**config.mk**
```make
export PLATFORM = sky130hd
export DESIGN_NAME = ctl_regs
export DESIGN_NICKNAME = d
export VERILOG_FILES = /design/src/shared/ctl_regs_pkg.sv /design/src/logic/ctl_regs.sv
export VERILOG_INCLUDE_DIRS = /design/src /design/src/shared
export SDC_FILE = /design/constraint.sdc
export NUM_CORES = 1
export LEC_CHECK = 0
export ABC_AREA = 1
export BUFFER_PORTS_ARGS = -buffer_cell sky130_fd_sc_hd__clkbuf_2
export CAP_MARGIN = 25
export CORE_ASPECT_RATIO = 0.7
export CORE_MARGIN = 4
export CORE_UTILIZATION = 60
export DETAILED_ROUTE_END_ITERATION = 8
export PLACE_DENSITY = 0.95
export SYNTH_ARGS = -nofsm -noshare
export SYNTH_HDL_FRONTEND = slang
export SYNTH_SLANG_ARGS = --single-unit
export TNS_END_PERCENT = 20
```
**constraint.sdc**
```tcl
create_clock -name MCLK -period 3.2 [get_ports MCLK]
set_input_delay 0.8 -clock MCLK [delete_from_list [all_inputs] [get_ports MCLK]]
set_output_delay 0.8 -clock MCLK [all_outputs]
set_load 0.02 [all_outputs]
```
**src/shared/ctl_regs_map.svh**
```systemverilog
`ifndef CTL_REGS_MAP_SVH
`define CTL_REGS_MAP_SVH

// register addresses
`define ADDR_FILTER_CTL     16'h0001
`define ADDR_CLKPWR_CTL     16'h0002
`define ADDR_OFFSET         16'h0003
`define ADDR_GAIN           16'h0004
`define ADDR_OVER_RANGE     16'h0005

// reset values
`define RST_FILTER_CTL      16'h001A
`define RST_CLKPWR_CTL      16'h009B
`define RST_OFFSET          16'h0000
`define RST_GAIN            16'hA000
`define RST_OVER_RANGE      16'hCCCC

// first control word fields
`define BIT_COEFF_LOAD      15
`define BIT_RD_OVR          14
`define BIT_RD_GAIN         13
`define BIT_RD_OFF          12
`define BIT_RD_STAT         11
`define BIT_CAL             10
`define BIT_SYNC            9
`define TAP_HI              8
`define TAP_LO              5
`define BIT_THIRD_USE       4
`define BIT_FIRST_USE       3
`define DEC_HI              2
`define DEC_LO              0
`define SELF_CLR_MASK       16'h01FF

// second control word fields
`define CDIV_HI             5
`define CDIV_LO             4
`define BIT_SHUTDOWN        3
`define BIT_LOWPWR          2
`define BIT_ALWAYS_ONE      1
`define BIT_AMP_OFF         0
`define CLKPWR_MASK         16'h003F

// timing
`define CLK_NS              50
`define CAL_TIME_US         14000
`define CAL_CYCLES          ((`CAL_TIME_US * 1000) / `CLK_NS)
`define SYNC_CYCLES         4

`endif

```
**src/shared/ctl_regs_pkg.sv**
```systemverilog
/*
 control register bank types.
 assumes nothing of its surroundings.
*/
package ctl_regs_pkg;

	// bus write sequencer state
	typedef enum logic [1:0]
	{
		WAIT_ADDR,
		WAIT_DATA,
		COEFF_LOAD
	} wr_state_t;

	// next-read source
	typedef enum logic [2:0]
	{
		RD_RESULT,
		RD_OVR,
		RD_GAIN,
		RD_OFF,
		RD_STAT
	} rd_sel_t;

endpackage

```
**src/logic/ctl_regs.sv**
```systemverilog
/*
 control register bank of a sigma-delta converter on a 16-bit parallel bus.
 holds the two control words and the offset, gain and over-range words,
 sequences address and data words, forwards filter coefficient words to the
 converter core while a download is open, and times the calibration and
 synchronisation routines from the control writes.
 the command bits of the first control word act once and are never stored.
 the readback bits arm exactly one read; every other read returns a result.
 assumes the host presents one-cycle write and read strobes synchronous to MCLK,
 data for reads is presented by the converter core on RESULT_IN,
 the status word is presented by the core on STATUS_IN in the same clock domain,
 and the core checks the coefficient checksum itself.
 no clock divider is built here; the divide code is only passed on.
 the host keeps to one readback bit per write and writes one to bit 1
 of the second control word; neither is enforced here.
*/
`timescale 1ns/1ns
`include "ctl_regs_map.svh"

module ctl_regs
	import ctl_regs_pkg::*;
#(
	parameter int CAL_CYCLES  = `CAL_CYCLES,
	parameter int SYNC_CYCLES = `SYNC_CYCLES
)
(
	// clock and reset
	input  wire logic        MCLK,
	input  wire logic        RST,
	// host bus
	input  wire logic        WR_STB,
	input  wire logic        RD_STB,
	input  wire logic [15:0] DATA_IN,
	output logic      [15:0] DATA_OUT,
	output logic             DATA_VALID,
	// converter core side
	input  wire logic [15:0] RESULT_IN,
	input  wire logic [15:0] STATUS_IN,
	output logic      [15:0] COEFF_WORD,
	output logic             COEFF_STB,
	output logic             LOAD_DONE,
	// filter configuration
	output logic      [3:0]  TAP_COUNT_FIELD,
	output logic             THIRD_STAGE_USE,
	output logic             FIRST_STAGE_USE,
	output logic      [2:0]  DECIMATION_FIELD,
	output logic             CAL_BUSY,
	output logic             SYNC_BUSY,
	// clock and power
	output logic      [1:0]  CLOCK_DIVIDE_FIELD,
	output logic             DEVICE_SHUTDOWN,
	output logic             REDUCED_POWER_SEL,
	output logic             INPUT_AMP_SHUTDOWN,
	// held correction values
	output logic      [15:0] OFFSET_VALUE,
	output logic      [15:0] GAIN_VALUE,
	output logic      [15:0] OVER_RANGE_VALUE
);

	// counter width covers the full calibration count
	// the sync counter shares it for simplicity
	localparam int CNT_W = $clog2(CAL_CYCLES + 1);

	wr_state_t         state_reg;          // write sequencer
	wr_state_t         state_next;
	logic [15:0]       addr_reg;           // latched address word
	logic [15:0]       filt_reg;           // first control word
	logic [15:0]       clkpwr_reg;         // second control word
	logic [15:0]       offset_reg;         // digital offset
	logic [15:0]       gain_reg;           // digital gain
	logic [15:0]       ovr_reg;            // over-range threshold
	rd_sel_t           rdsel_reg;          // pending readback source
	logic [6:0]        words_left_reg;     // coefficient words plus checksum
	logic [CNT_W-1:0]  cal_cnt_reg;        // calibration countdown
	logic [CNT_W-1:0]  sync_cnt_reg;       // synchronisation countdown
	logic [15:0]       dout_reg;
	logic              dvalid_reg;
	logic [15:0]       coeff_reg;
	logic              coeff_stb_reg;
	logic              done_reg;

	// decoded write targets
	// a data word is taken only after an address word
	// load-mode words bypass the register decode entirely
	// writes to unmapped addresses fall through and are dropped
	wire data_wr    = WR_STB && (state_reg == WAIT_DATA);
	wire coeff_wr   = WR_STB && (state_reg == COEFF_LOAD);
	wire wr_filt    = data_wr && (addr_reg == `ADDR_FILTER_CTL);
	wire wr_clkpwr  = data_wr && (addr_reg == `ADDR_CLKPWR_CTL);
	wire wr_offset  = data_wr && (addr_reg == `ADDR_OFFSET);
	wire wr_gain    = data_wr && (addr_reg == `ADDR_GAIN);
	wire wr_ovr     = data_wr && (addr_reg == `ADDR_OVER_RANGE);
	wire enter_load = wr_filt && DATA_IN[`BIT_COEFF_LOAD];
	wire [3:0] taps = DATA_IN[`TAP_HI:`TAP_LO];
	// code 2k+1 loads 6(k+1) coefficients of two words each, plus checksum
	// widest case is 48 coefficients, 97 words, which fits seven bits
	// even codes round up to the odd code above them
	wire [6:0] load_words = ({4'h0, taps[3:1]} + 7'h01) * 7'h0C + 7'h01;

	// next readback source from a control write
	// priority 14 over 13 over 12 over 11 if the host sets several
	// a control write with none set drops any pending selection
	rd_sel_t rd_pick;
	assign rd_pick = DATA_IN[`BIT_RD_OVR]  ? RD_OVR  :
			 DATA_IN[`BIT_RD_GAIN] ? RD_GAIN :
			 DATA_IN[`BIT_RD_OFF]  ? RD_OFF  :
			 DATA_IN[`BIT_RD_STAT] ? RD_STAT : RD_RESULT;

	// read data mux
	// status and result come live from the core, the rest from local storage
	wire [15:0] rd_data = (rdsel_reg == RD_OVR)  ? ovr_reg    :
			      (rdsel_reg == RD_GAIN) ? gain_reg   :
			      (rdsel_reg == RD_OFF)  ? offset_reg :
			      (rdsel_reg == RD_STAT) ? STATUS_IN  : RESULT_IN;

	// write sequencer next state
	// address and data words alternate; a download swallows the words
	// that follow until the checksum has arrived
	always_comb
	begin
		state_next = state_reg;
		unique case (state_reg)
			WAIT_ADDR:
			begin
				if (WR_STB)
					state_next = WAIT_DATA;
			end
			WAIT_DATA:
			begin
				if (enter_load && (taps != 4'h0))
					state_next = COEFF_LOAD;
				else if (WR_STB)
					state_next = WAIT_ADDR;
			end
			// stay until the checksum word, the last one counted
			COEFF_LOAD:
			begin
				if (WR_STB && (words_left_reg == 7'h01))
					state_next = WAIT_ADDR;
			end
			default:
				state_next = WAIT_ADDR;
		endcase
	end

	// sequencer and address latch
	// address word is latched only while waiting for one
	always_ff @(posedge MCLK)
	begin
		if (RST)
		begin
			state_reg <= WAIT_ADDR;
			addr_reg  <= 16'h0000;
		end
		else
		begin
			state_reg <= state_next;
			if (WR_STB && (state_reg == WAIT_ADDR))
				addr_reg <= DATA_IN;
		end
	end

	// coefficient word counter and forwarding
	// the strobe and end pulse follow the taken word by one edge
	// the count stays idle outside a download
	always_ff @(posedge MCLK)
	begin
		if (RST)
		begin
			words_left_reg <= 7'h00;
			coeff_reg      <= 16'h0000;
			coeff_stb_reg  <= 1'b0;
			done_reg       <= 1'b0;
		end
		else
		begin
			coeff_stb_reg <= coeff_wr;
			done_reg      <= coeff_wr && (words_left_reg == 7'h01);
			if (enter_load)
				words_left_reg <= load_words;
			else if (coeff_wr)
				words_left_reg <= words_left_reg - 7'h01;
			if (coeff_wr)
				coeff_reg <= DATA_IN;
		end
	end

	// control word storage
	// offset, gain and over-range are plain stored words
	// bit 1 of the second word is stored as written
	always_ff @(posedge MCLK)
	begin
		if (RST)
		begin
			filt_reg   <= `RST_FILTER_CTL;
			clkpwr_reg <= `RST_CLKPWR_CTL;
			offset_reg <= `RST_OFFSET;
			gain_reg   <= `RST_GAIN;
			ovr_reg    <= `RST_OVER_RANGE;
		end
		else
		begin
			if (wr_filt)
				filt_reg <= DATA_IN & `SELF_CLR_MASK;
			if (wr_clkpwr)
				clkpwr_reg <= DATA_IN & `CLKPWR_MASK;
			if (wr_offset)
				offset_reg <= DATA_IN;
			if (wr_gain)
				gain_reg <= DATA_IN;
			if (wr_ovr)
				ovr_reg <= DATA_IN;
		end
	end

	// calibration and sync timers
	// a new command restarts its window from the full count
	// both windows may overlap; they run independently
	always_ff @(posedge MCLK)
	begin
		if (RST)
		begin
			cal_cnt_reg  <= '0;
			sync_cnt_reg <= '0;
		end
		else
		begin
			if (wr_filt && DATA_IN[`BIT_CAL])
				cal_cnt_reg <= CNT_W'(CAL_CYCLES);
			else if (cal_cnt_reg != '0)
				cal_cnt_reg <= cal_cnt_reg - 1'b1;
			if (wr_filt && DATA_IN[`BIT_SYNC])
				sync_cnt_reg <= CNT_W'(SYNC_CYCLES);
			else if (sync_cnt_reg != '0)
				sync_cnt_reg <= sync_cnt_reg - 1'b1;
		end
	end

	// readback selection and read port
	// valid follows every read strobe by one edge
	// read data holds until the next read strobe
	always_ff @(posedge MCLK)
	begin
		if (RST)
		begin
			rdsel_reg  <= RD_RESULT;
			dout_reg   <= 16'h0000;
			dvalid_reg <= 1'b0;
		end
		else
		begin
			dvalid_reg <= RD_STB;
			if (RD_STB)
				dout_reg <= rd_data;
			if (wr_filt)
				rdsel_reg <= rd_pick;
			else if (RD_STB)
				rdsel_reg <= RD_RESULT;
		end
	end

	// registered outputs
	// field outputs are re-timed copies of the stored words, busy flags of the timer counts
	// so each decoded field lags its write by one edge
	always_ff @(posedge MCLK)
	begin
		if (RST)
		begin
			TAP_COUNT_FIELD    <= 4'h0;
			THIRD_STAGE_USE    <= 1'b1;
			FIRST_STAGE_USE    <= 1'b1;
			DECIMATION_FIELD   <= 3'h2;
			CLOCK_DIVIDE_FIELD <= 2'h1;
			DEVICE_SHUTDOWN    <= 1'b1;
			REDUCED_POWER_SEL  <= 1'b0;
			INPUT_AMP_SHUTDOWN <= 1'b1;
			CAL_BUSY           <= 1'b0;
			SYNC_BUSY          <= 1'b0;
		end
		else
		begin
			TAP_COUNT_FIELD    <= filt_reg[`TAP_HI:`TAP_LO];
			THIRD_STAGE_USE    <= filt_reg[`BIT_THIRD_USE];
			FIRST_STAGE_USE    <= filt_reg[`BIT_FIRST_USE];
			DECIMATION_FIELD   <= filt_reg[`DEC_HI:`DEC_LO];
			CLOCK_DIVIDE_FIELD <= clkpwr_reg[`CDIV_HI:`CDIV_LO];
			DEVICE_SHUTDOWN    <= clkpwr_reg[`BIT_SHUTDOWN];
			REDUCED_POWER_SEL  <= clkpwr_reg[`BIT_LOWPWR];
			INPUT_AMP_SHUTDOWN <= clkpwr_reg[`BIT_AMP_OFF];
			CAL_BUSY           <= (cal_cnt_reg != '0);
			SYNC_BUSY          <= (sync_cnt_reg != '0);
		end
	end

	// port drive
	// these outputs are already flip-flops above
	assign DATA_OUT         = dout_reg;
	assign DATA_VALID       = dvalid_reg;
	assign COEFF_WORD       = coeff_reg;
	assign COEFF_STB        = coeff_stb_reg;
	assign LOAD_DONE        = done_reg;
	assign OFFSET_VALUE     = offset_reg;
	assign GAIN_VALUE       = gain_reg;
	assign OVER_RANGE_VALUE = ovr_reg;

endmodule

```
Word-level counts from Yosys, hierarchy flattened
Cells that the tools add are included.
{ "classes": {"n_mul": 1, "shift": 0, "add_sub_neg": 5, "muxes": 21, "order_cmp": 0, "reduce_logical": 25, "div_mod_pow": 0, "n_bitwise": 0, "eq_ne": 15} }
{ "op_table": {"columns": ["cell", "n"], "rows": [
  ["2-to-1 mux 16 bit", 4],
  ["2-to-1 mux 19 bit", 2],
  ["nonzero test 19 bit", 2],
  ["subtractor 19 x 1 -> 19 bit, second input constant", 2],
  ["equality test 16 x 2 -> 1 bit, second input constant", 2],
  ["equality test 16 x 3 -> 1 bit, second input constant", 2],
  ["2-to-1 mux 3 bit", 8],
  ["equality test 16 x 1 -> 1 bit, second input constant", 1],
  ["logical AND 1 bit", 14],
  ["2-to-1 mux 7 bit", 2],
  ["2-to-1 mux 2 bit", 4],
  ["nonzero test 2 bit", 4],
  ["adder 7 x 1 -> 7 bit, second input constant", 1],
  ["equality test 7 x 1 -> 1 bit, second input constant", 1],
  ["subtractor 7 x 1 -> 7 bit, second input constant", 1],
  ["equality test 3 x 2 -> 1 bit, second input constant", 2],
  ["case mux 2 bit (3 select lines)", 1],
  ["multiplier 4 x 2 -> 5 bit, second input constant", 1],
  ["adder 3 x 1 -> 4 bit, second input constant", 1],
  ["nonzero test 4 bit", 1],
  ["OR reduction 2 bit", 2],
  ["equality test 3 x 1 -> 1 bit, second input constant", 1],
  ["equality test 3 bit, second input constant", 1],
  ["inequality test 3 x 2 -> 1 bit, second input constant", 1],
  ["other kinds (6)", 6]
]} }
{ "totals": {"ram_bits": 0, "romBits": 0, "reg_bits": 180, "latch_bits": 0, "inputBits": 52, "n_memories": 0, "word_cells": 95} }

Logic depth before layout (Yosys ltp)
Gate-level depths: netlist of run 1.
{ "depth": {"ltp_word": 7, "mapped_depth": 15, "mapped_depth_nobuf": 14} }

Worst setup path after synthesis of run 1
No wires, ideal clock.
{ "synth_path": {"path_type": "input to register", "startpoint": "input DATA_IN[6]", "endpoint": "register words_left_reg[6]", "path_buffers": 1, "arrival_time_ns": 2.241, "setup_slack_ns": 0.826, "setup_ns": 0.132, "t_required_ns": 3.068, "cell_stages": 15, "cell_sequence": "clkbuf_1 > inv_1 > ha_1 > inv_1 > ha_1 > nand2_1 > nand2_1 > nand2_1 > nand2_1 > nand2_1 > nand2_1 > inv_1 > nand2_1 > nand2_1 > a21oi_1"} }
{ "synth_via": {"elab_chain_cells": 4} }
{ "synth_lines": {"columns": ["element", "line_no", "text"], "rows": [
  ["start: declaration", "ctl_regs.sv:33", "input wire logic [15:0] DATA_IN,"],
  ["adder 3 x 1 -> 4 bit", "ctl_regs.sv:98", "wire [6:0] load_words = ({4'h0, taps[3:1]} + 7'h01) * 7'h0C + 7'h01;"],
  ["multiplier 4 x 2 -> 5 bit", "ctl_regs.sv:98", null],
  ["adder 7 x 1 -> 7 bit", "ctl_regs.sv:98", null],
  ["2-to-1 mux 7 bit", "ctl_regs.sv:179", "if (enter_load)"],
  ["end signal: assignment", "ctl_regs.sv:180", "words_left_reg <= load_words;"],
  ["end signal: assignment", "ctl_regs.sv:182", "words_left_reg <= words_left_reg - 7'h01;"],
  ["end: declaration", "ctl_regs.sv:73", "logic [6:0] words_left_reg;"]
]} }
No other way between the ends.
A chain may end at the register's enable or synchronous reset.

Worst setup path in the final report of run 1
{ "layout_path": {"startpoint": "register addr_reg[12]", "endpoint": "register gain_reg[10] (netlist: GAIN_VALUE[10])"} }
{ "layout_via": {"elab_chain_cells": 2} }
{ "layout_lines": {"columns": ["element", "line_no", "text"], "rows": [
  ["start: declaration", "ctl_regs.sv:66", "logic [15:0] addr_reg;"],
  ["start signal: assignment", "ctl_regs.sv:153", "addr_reg <= 16'h0000;"],
  ["start signal: assignment", "ctl_regs.sv:159", "addr_reg <= DATA_IN;"],
  ["equality test 16 x 3 -> 1 bit (no line)", null, null],
  ["logical AND 1 bit", "ctl_regs.sv:91", "wire wr_gain = data_wr && (addr_reg == `ADDR_GAIN);"],
  ["end signal: assignment", "ctl_regs.sv:198", "gain_reg <= `RST_GAIN;"],
  ["end: declaration", "ctl_regs.sv:70", "logic [15:0] gain_reg;"]
]} }
No other way between the ends.

==> results of run 1 <==
[critical path, delay by kind of cell (launching register included)]
kind,cells,cell delay (ps)
flip-flops,1,320
AND/OR/NAND/NOR,6,1790
[per-stage QoR]
| step | utilization | cells | hold WS, ps | instance area, µm² |
|---|---|---|---|---|
| detailed placement | 0.692 | 1371 | 415 | 8770 |
| floorplan | - | 1101 | 389 | 7960 |
| CTS | 0.740 | 1403 | 436 | 9380 |
| finish | 0.740 | 1403 | 437 | 9380 |
| global placement | 0.692 | 1371 | 416 | 8770 |
| global route | 0.740 | 1403 | 456 | 9380 |
[placed cells by master, fill, tap and decap left out, types with 17 or more instances in the layout]
cell,instances
inv_1,105
clkbuf_16,17
xor2_1,21
a21oi_1,115
dfxtp_1,179
o21ai_0,72
nand3_1,98
nand2_1,206
nor3_1,25
nor2_1,131
clkbuf_2,150
[cell type report]
type / count / area (µm²) / area share
Timing Repair Buffer: 162 / 841 / 0.0896
Tap cell: 162 / 203 / 0.0216
Sequential cell: 179 / 3580 / 0.382
Clock inverter: 14 / 180 / 0.0192
Inverter: 108 / 407 / 0.0434
Multi-Input combinational cell: 760 / 3740 / 0.398
Clock buffer: 18 / 429 / 0.0458
[per-layer routing]
| metal | part of all wire | vias to the layer above | GRT usage |
|---|---|---|---|
| met1 | 0.42 | 3752 | 0.433 |
| met3 | 0.13 | 74 | 0.0941 |
| li1 | - | 3863 | - |
| met5 | 0 | - | 0 |
| met2 | 0.43 | 496 | 0.456 |
| met4 | 0.024 | 0 | 0.103 |
[where the power goes]
| part | internal [W] | leakage [nW] | switching (W) |
|---|---|---|---|
| Combinational | 0.000581 | 2.62 | 0.00102 |
| Clock | 0.00113 | 0.300 | 0.00101 |
| Sequential | 0.00241 | 1.46 | 0.000146 |
[how the worst max path moves through the flow]
stage                  from           endpoint  slack, ps
2_1_floorplan    DATA_IN[6]  words_left_reg[6]        830
3_3_place_gp     DATA_IN[6]  words_left_reg[6]        790
3_5_place_dp     DATA_IN[6]  words_left_reg[6]        720
4_1_cts        addr_reg[12]     GAIN_VALUE[10]       1010
5_1_grt        addr_reg[12]      GAIN_VALUE[6]        820
6_report       addr_reg[12]     GAIN_VALUE[10]        940
[cells by family (layout without fill, tap and decap cells)]
family                   count (synthesis)  in the layout  share of synthesized area
adder cells (fa/ha/maj)                  9              9                     0.0142
AO/OA/AOI/OAI                          217            217                      0.143
AND/OR/NAND/NOR                        502            502                      0.277
flip-flops                             179            179                      0.450
buffers and inverters                  162            302                     0.0799
XOR/XNOR                                32             32                     0.0352
==> out/qor.csv, run 1 <==
metric,value,unit
outcome,"complete, no violations",
skew,11.5,ps
async_flop_share,0,
drc,0,
hold_path_end,DECIMATION_FIELD[0],
fin_crit_sh,0.707,
path_clk_slew,80,ps
synth_fp_nets,1162,
cts_setup_buffers,0,
grt_pass1_wl,38000,µm
vias_per_cell,5.83,
first_pass_iters,8,
setup_viol,0,
peakVddDrop,329,µV
postCtsHoldBufs,0,
synth_edf_count,0,
routed_wl,23900,µm
fmax,0.442,GHz
finalWeightedCongestion,0.987,
synthTopCellsByCount,"nand2_1, dfxtp_1, nor2_1, a21oi_1, inv_1",
grt_overflow,0,
cp-start-kind,register,
leakagePower,4.38,nW
max_cap_viol_count,0,
synth_warnings,0,
die-height,104,µm
die_area,15200,µm²
grt_max_degree,63,
post-place-ws,718,ps
start_util,0.628,
nets,1289,
worst_ep_arrival_time,2550,ps
vias,8185,
synth_top_area_frac,0.450,
rr_worst_depth,6,
clock-sinks,179,
syn2layout_area_growth,17.9,%
whs_path_depth,2,
cp-end-kind,register,
cts-htree-levels,4,
ys_seq_elements,179,
drt_iter0_markers,1074,
worst-path-max-fanout,19,
grt_pass1_vias,7398,
antenna_cells,0,
synth_cells,1101,
clock_latency,430,ps
hpwl,17000,µm
tns,0,ps
fill_cells,966,
die_x,146,µm
report.final.slew_viol_count,0,
cts_tree,yes,
yosysUniqueCellTypes,32,
layout-drive-gt1-share,0.177,
ant_nets,0,
pin_count,151,
slew_headroom,0.488,
path_cells,nor2_1 > nand2_1 > nor3_4 > nand3_2 > nor2_1 > nor3_1,
setup_ws,936,ps
r2r_end,GAIN_VALUE[10],
fin_crit,2260,ps
r2r_start,addr_reg[12],
synth_top_area_cell,dfxtp_1,
required,3490,ps
hold_start,filt_reg[0],
yosysSeqAreaShare,0.450,
rows,34,
hp-class,reg -> reg,
numCtsBuffers,17,
yosys-top-cells-area,"dfxtp_1, nand2_1, a21oi_1",
crit_top_cell,nor2_1,
synth_area_per_cell,7.23,µm²
cpPeakStageDelay,660,ps
wire_per_inst,17.1,µm
yosys_most_used_dff,dfxtp_1,
p_per_area,672,nW/µm²
tightest_slew,766,ps
cp_slowest_cell,nor3_4,
totalPowerFinal,0.00631,W
syn_area,7960,µm²
clock-root-buffer,clkbuf_16,
track_usage,0.309,
antenna_found_initial,0,
timing_hold_violations_final,0,
cts-resized-gates,0,
fp.coreArea,12700,µm²
cts.path.max_buffers,2,
synth_most_common_cell,nand2_1,
r2r_slack,940,ps
rsz0062_at_grt,no,
portBuffers,150,
criticalPathCategory,reg -> reg,
Note: power is estimated with default switching activity, not from simulation.
==> run 2, diff against run 1 <==
- CORE_UTILIZATION: 60 -> 50
- PLACE_DENSITY: 0.95 -> 0.88
- clock period: 3.2 -> 1.9 ns (I/O delays scaled with it)
==> run 2 against run 1 <==
Total power increased by 69%. Combinational power up 75%. Sequential share of layout area shrank 1.1 points. Critical path type unchanged. Critical endpoint is now OVER_RANGE_VALUE[13].
==> out/qor.csv, run 2 (synthesis gave the netlist of run 1 again) <==
metric,value,unit,change
hp-class,in -> reg,,was reg -> reg
fmax,0.556,GHz,was 0.442 GHz
grt_pass1_vias,7523,,"was 7,398"
nets,1312,,"was 1,289"
fill_cells,1330,,was 966
vias,8130,,"was 8,185"
die_x,159,µm,was 146 µm
finalWeightedCongestion,0.994,,was 0.987
worst-path-max-fanout,32,,was 19
worst_ep_arrival_time,2100,ps,was 2550 ps
pin_count,151,,unchanged
cts_setup_buffers,0,,unchanged
r2r_slack,100,ps,was 940 ps
tightest_slew,679,ps,was 766 ps
first_pass_iters,6,,was 8
ant_nets,0,,unchanged
cp-start-kind,register,,unchanged
path_clk_slew,80,ps,about the same
wire_per_inst,16.6,µm,was 17.1 µm
timing_hold_violations_final,0,,unchanged
cts_tree,yes,,unchanged
clock-root-buffer,clkbuf_16,,unchanged
layout_common_cells,"nand2_1, dfxtp_1, clkbuf_2",,unchanged
antenna_found_initial,1,,was 0
criticalPathCategory,reg -> reg,,unchanged
layout-drive-gt1-share,0.195,,was 0.177
outcome,"complete, no violations",,unchanged
r2r_start,addr_reg[11],,was addr_reg[12]
cts.path.max_buffers,2,,unchanged
cp-end-kind,register,,unchanged
slew_headroom,0.547,,was 0.488
r2r_end,OVER_RANGE_VALUE[13],,was GAIN_VALUE[10]
portBuffers,150,,unchanged
report.final.slew_viol_count,0,,unchanged
grt_overflow,0,,unchanged
cts-htree-levels,4,,unchanged
totalPowerFinal,0.0107,W,was 0.00631 W
leakagePower,4.49,nW,was 4.38 nW
hold_start,DATA_IN[3],,was filt_reg[0]
syn2layout_area_growth,21.3,%,was 17.9%
clock_latency,430,ps,about the same
die_area,18000,µm²,"was 15,200 µm²"
vias_per_cell,5.55,,was 5.83
antenna_cells,0,,unchanged
setup_viol,0,,unchanged
peakVddDrop,577,µV,was 329 µV
max_cap_viol_count,0,,unchanged
clock-sinks,179,,unchanged
drc,0,,unchanged
rsz0062_at_grt,yes,,was no
final_area,9650,µm²,was 9380 µm²
final_common_cell,nand2_1,,unchanged
drt_iter0_markers,866,,"was 1,074"
dpl_cell_area,9010,µm²,was 8770 µm²
hold_path_end,filt_reg[3],,was DECIMATION_FIELD[0]
p_per_area,1110,nW/µm²,was 672 nW/µm²
die-height,114,µm,was 104 µm
rows,38,,was 34
routed_wl,24200,µm,"was 23,900 µm"
whs_path_depth,3,,was 2
start_util,0.512,,was 0.628
grt_pass1_wl,38700,µm,"was 38,000 µm"
hpwl,17500,µm,"was 17,000 µm"
required,2200,ps,was 3490 ps
rr_worst_depth,7,,was 6
track_usage,0.264,,was 0.309
grt_max_degree,69,,was 63
fin_crit,1800,ps,was 2260 ps
numCtsBuffers,17,,unchanged
fp.coreArea,15500,µm²,"was 12,700 µm²"
fin_crit_sh,0.947,,was 0.707
skew,15.8,ps,was 11.5 ps
setup_ws,100,ps,was 936 ps
post-place-ws,-70.8,ps,was 718 ps
## run 2: worst max-delay path, stage by stage (launching register included)
cell	delay, ps
dfxtp_1	320
nor2_1	120
nand2_1	130
nor2_2	280
nand3_1	110
buf_4	250
o21ai_0	350
a21oi_1	90
## run 2: stage by stage
step / std cells / hold WS (ps) / util / setup TNS [ps]
final: 1464 / 326 / 0.621 / 0
after global routing: 1464 / 359 / 0.621 / -52.5
after CTS: 1464 / 319 / 0.619 / 0
after detailed placement: 1432 / 410 / 0.580 / -76.2
after global placement: 1432 / 397 / 0.580 / -34.6
after floorplan: 1101 / 389 / - / 0
## run 2: worst max path at each step
stage / slack (ps) / start / end / cells after the start
after global placement: -30 / DATA_IN[6] / words_left_reg[6] / 14
after floorplan: 10 / DATA_IN[6] / words_left_reg[6] / 15
final: 100 / addr_reg[11] / OVER_RANGE_VALUE[13] / 7
after CTS: 130 / addr_reg[11] / OFFSET_VALUE[5] / 7
after global routing: -20 / addr_reg[11] / cal_cnt_reg[1] / 6
after detailed placement: -70 / DATA_IN[6] / words_left_reg[6] / 15
## run 2: repair_timing
| item | CTS | global route |
|---|---|---|
| hold buffers | 0 | 0 |
| setup endpoints to repair | 0 | 31 |
| gates resized for setup | 0 | 4 |
## run 2: power by group
part	internal (W)	switching, W
Sequential	0.00406	0.000258
Clock	0.00179	0.00175
Combinational	0.00109	0.00172
## run 2: area by class of cell
type                            instances  area, µm²  share of cell area
Multi-Input combinational cell        760       3760               0.389
Sequential cell                       179       3580               0.371
Timing Repair Buffer                  185       1040               0.108
Clock buffer                           17        425              0.0441
Inverter                              108        407              0.0421
Tap cell                              200        250              0.0259
Clock inverter                         15        189              0.0196
## run 2: metal layers
metal  part of all wire  global-route usage
met1               0.43               0.371
met2               0.43               0.407
met3               0.11              0.0664
met4              0.020              0.0792
met5            0.00054                   0
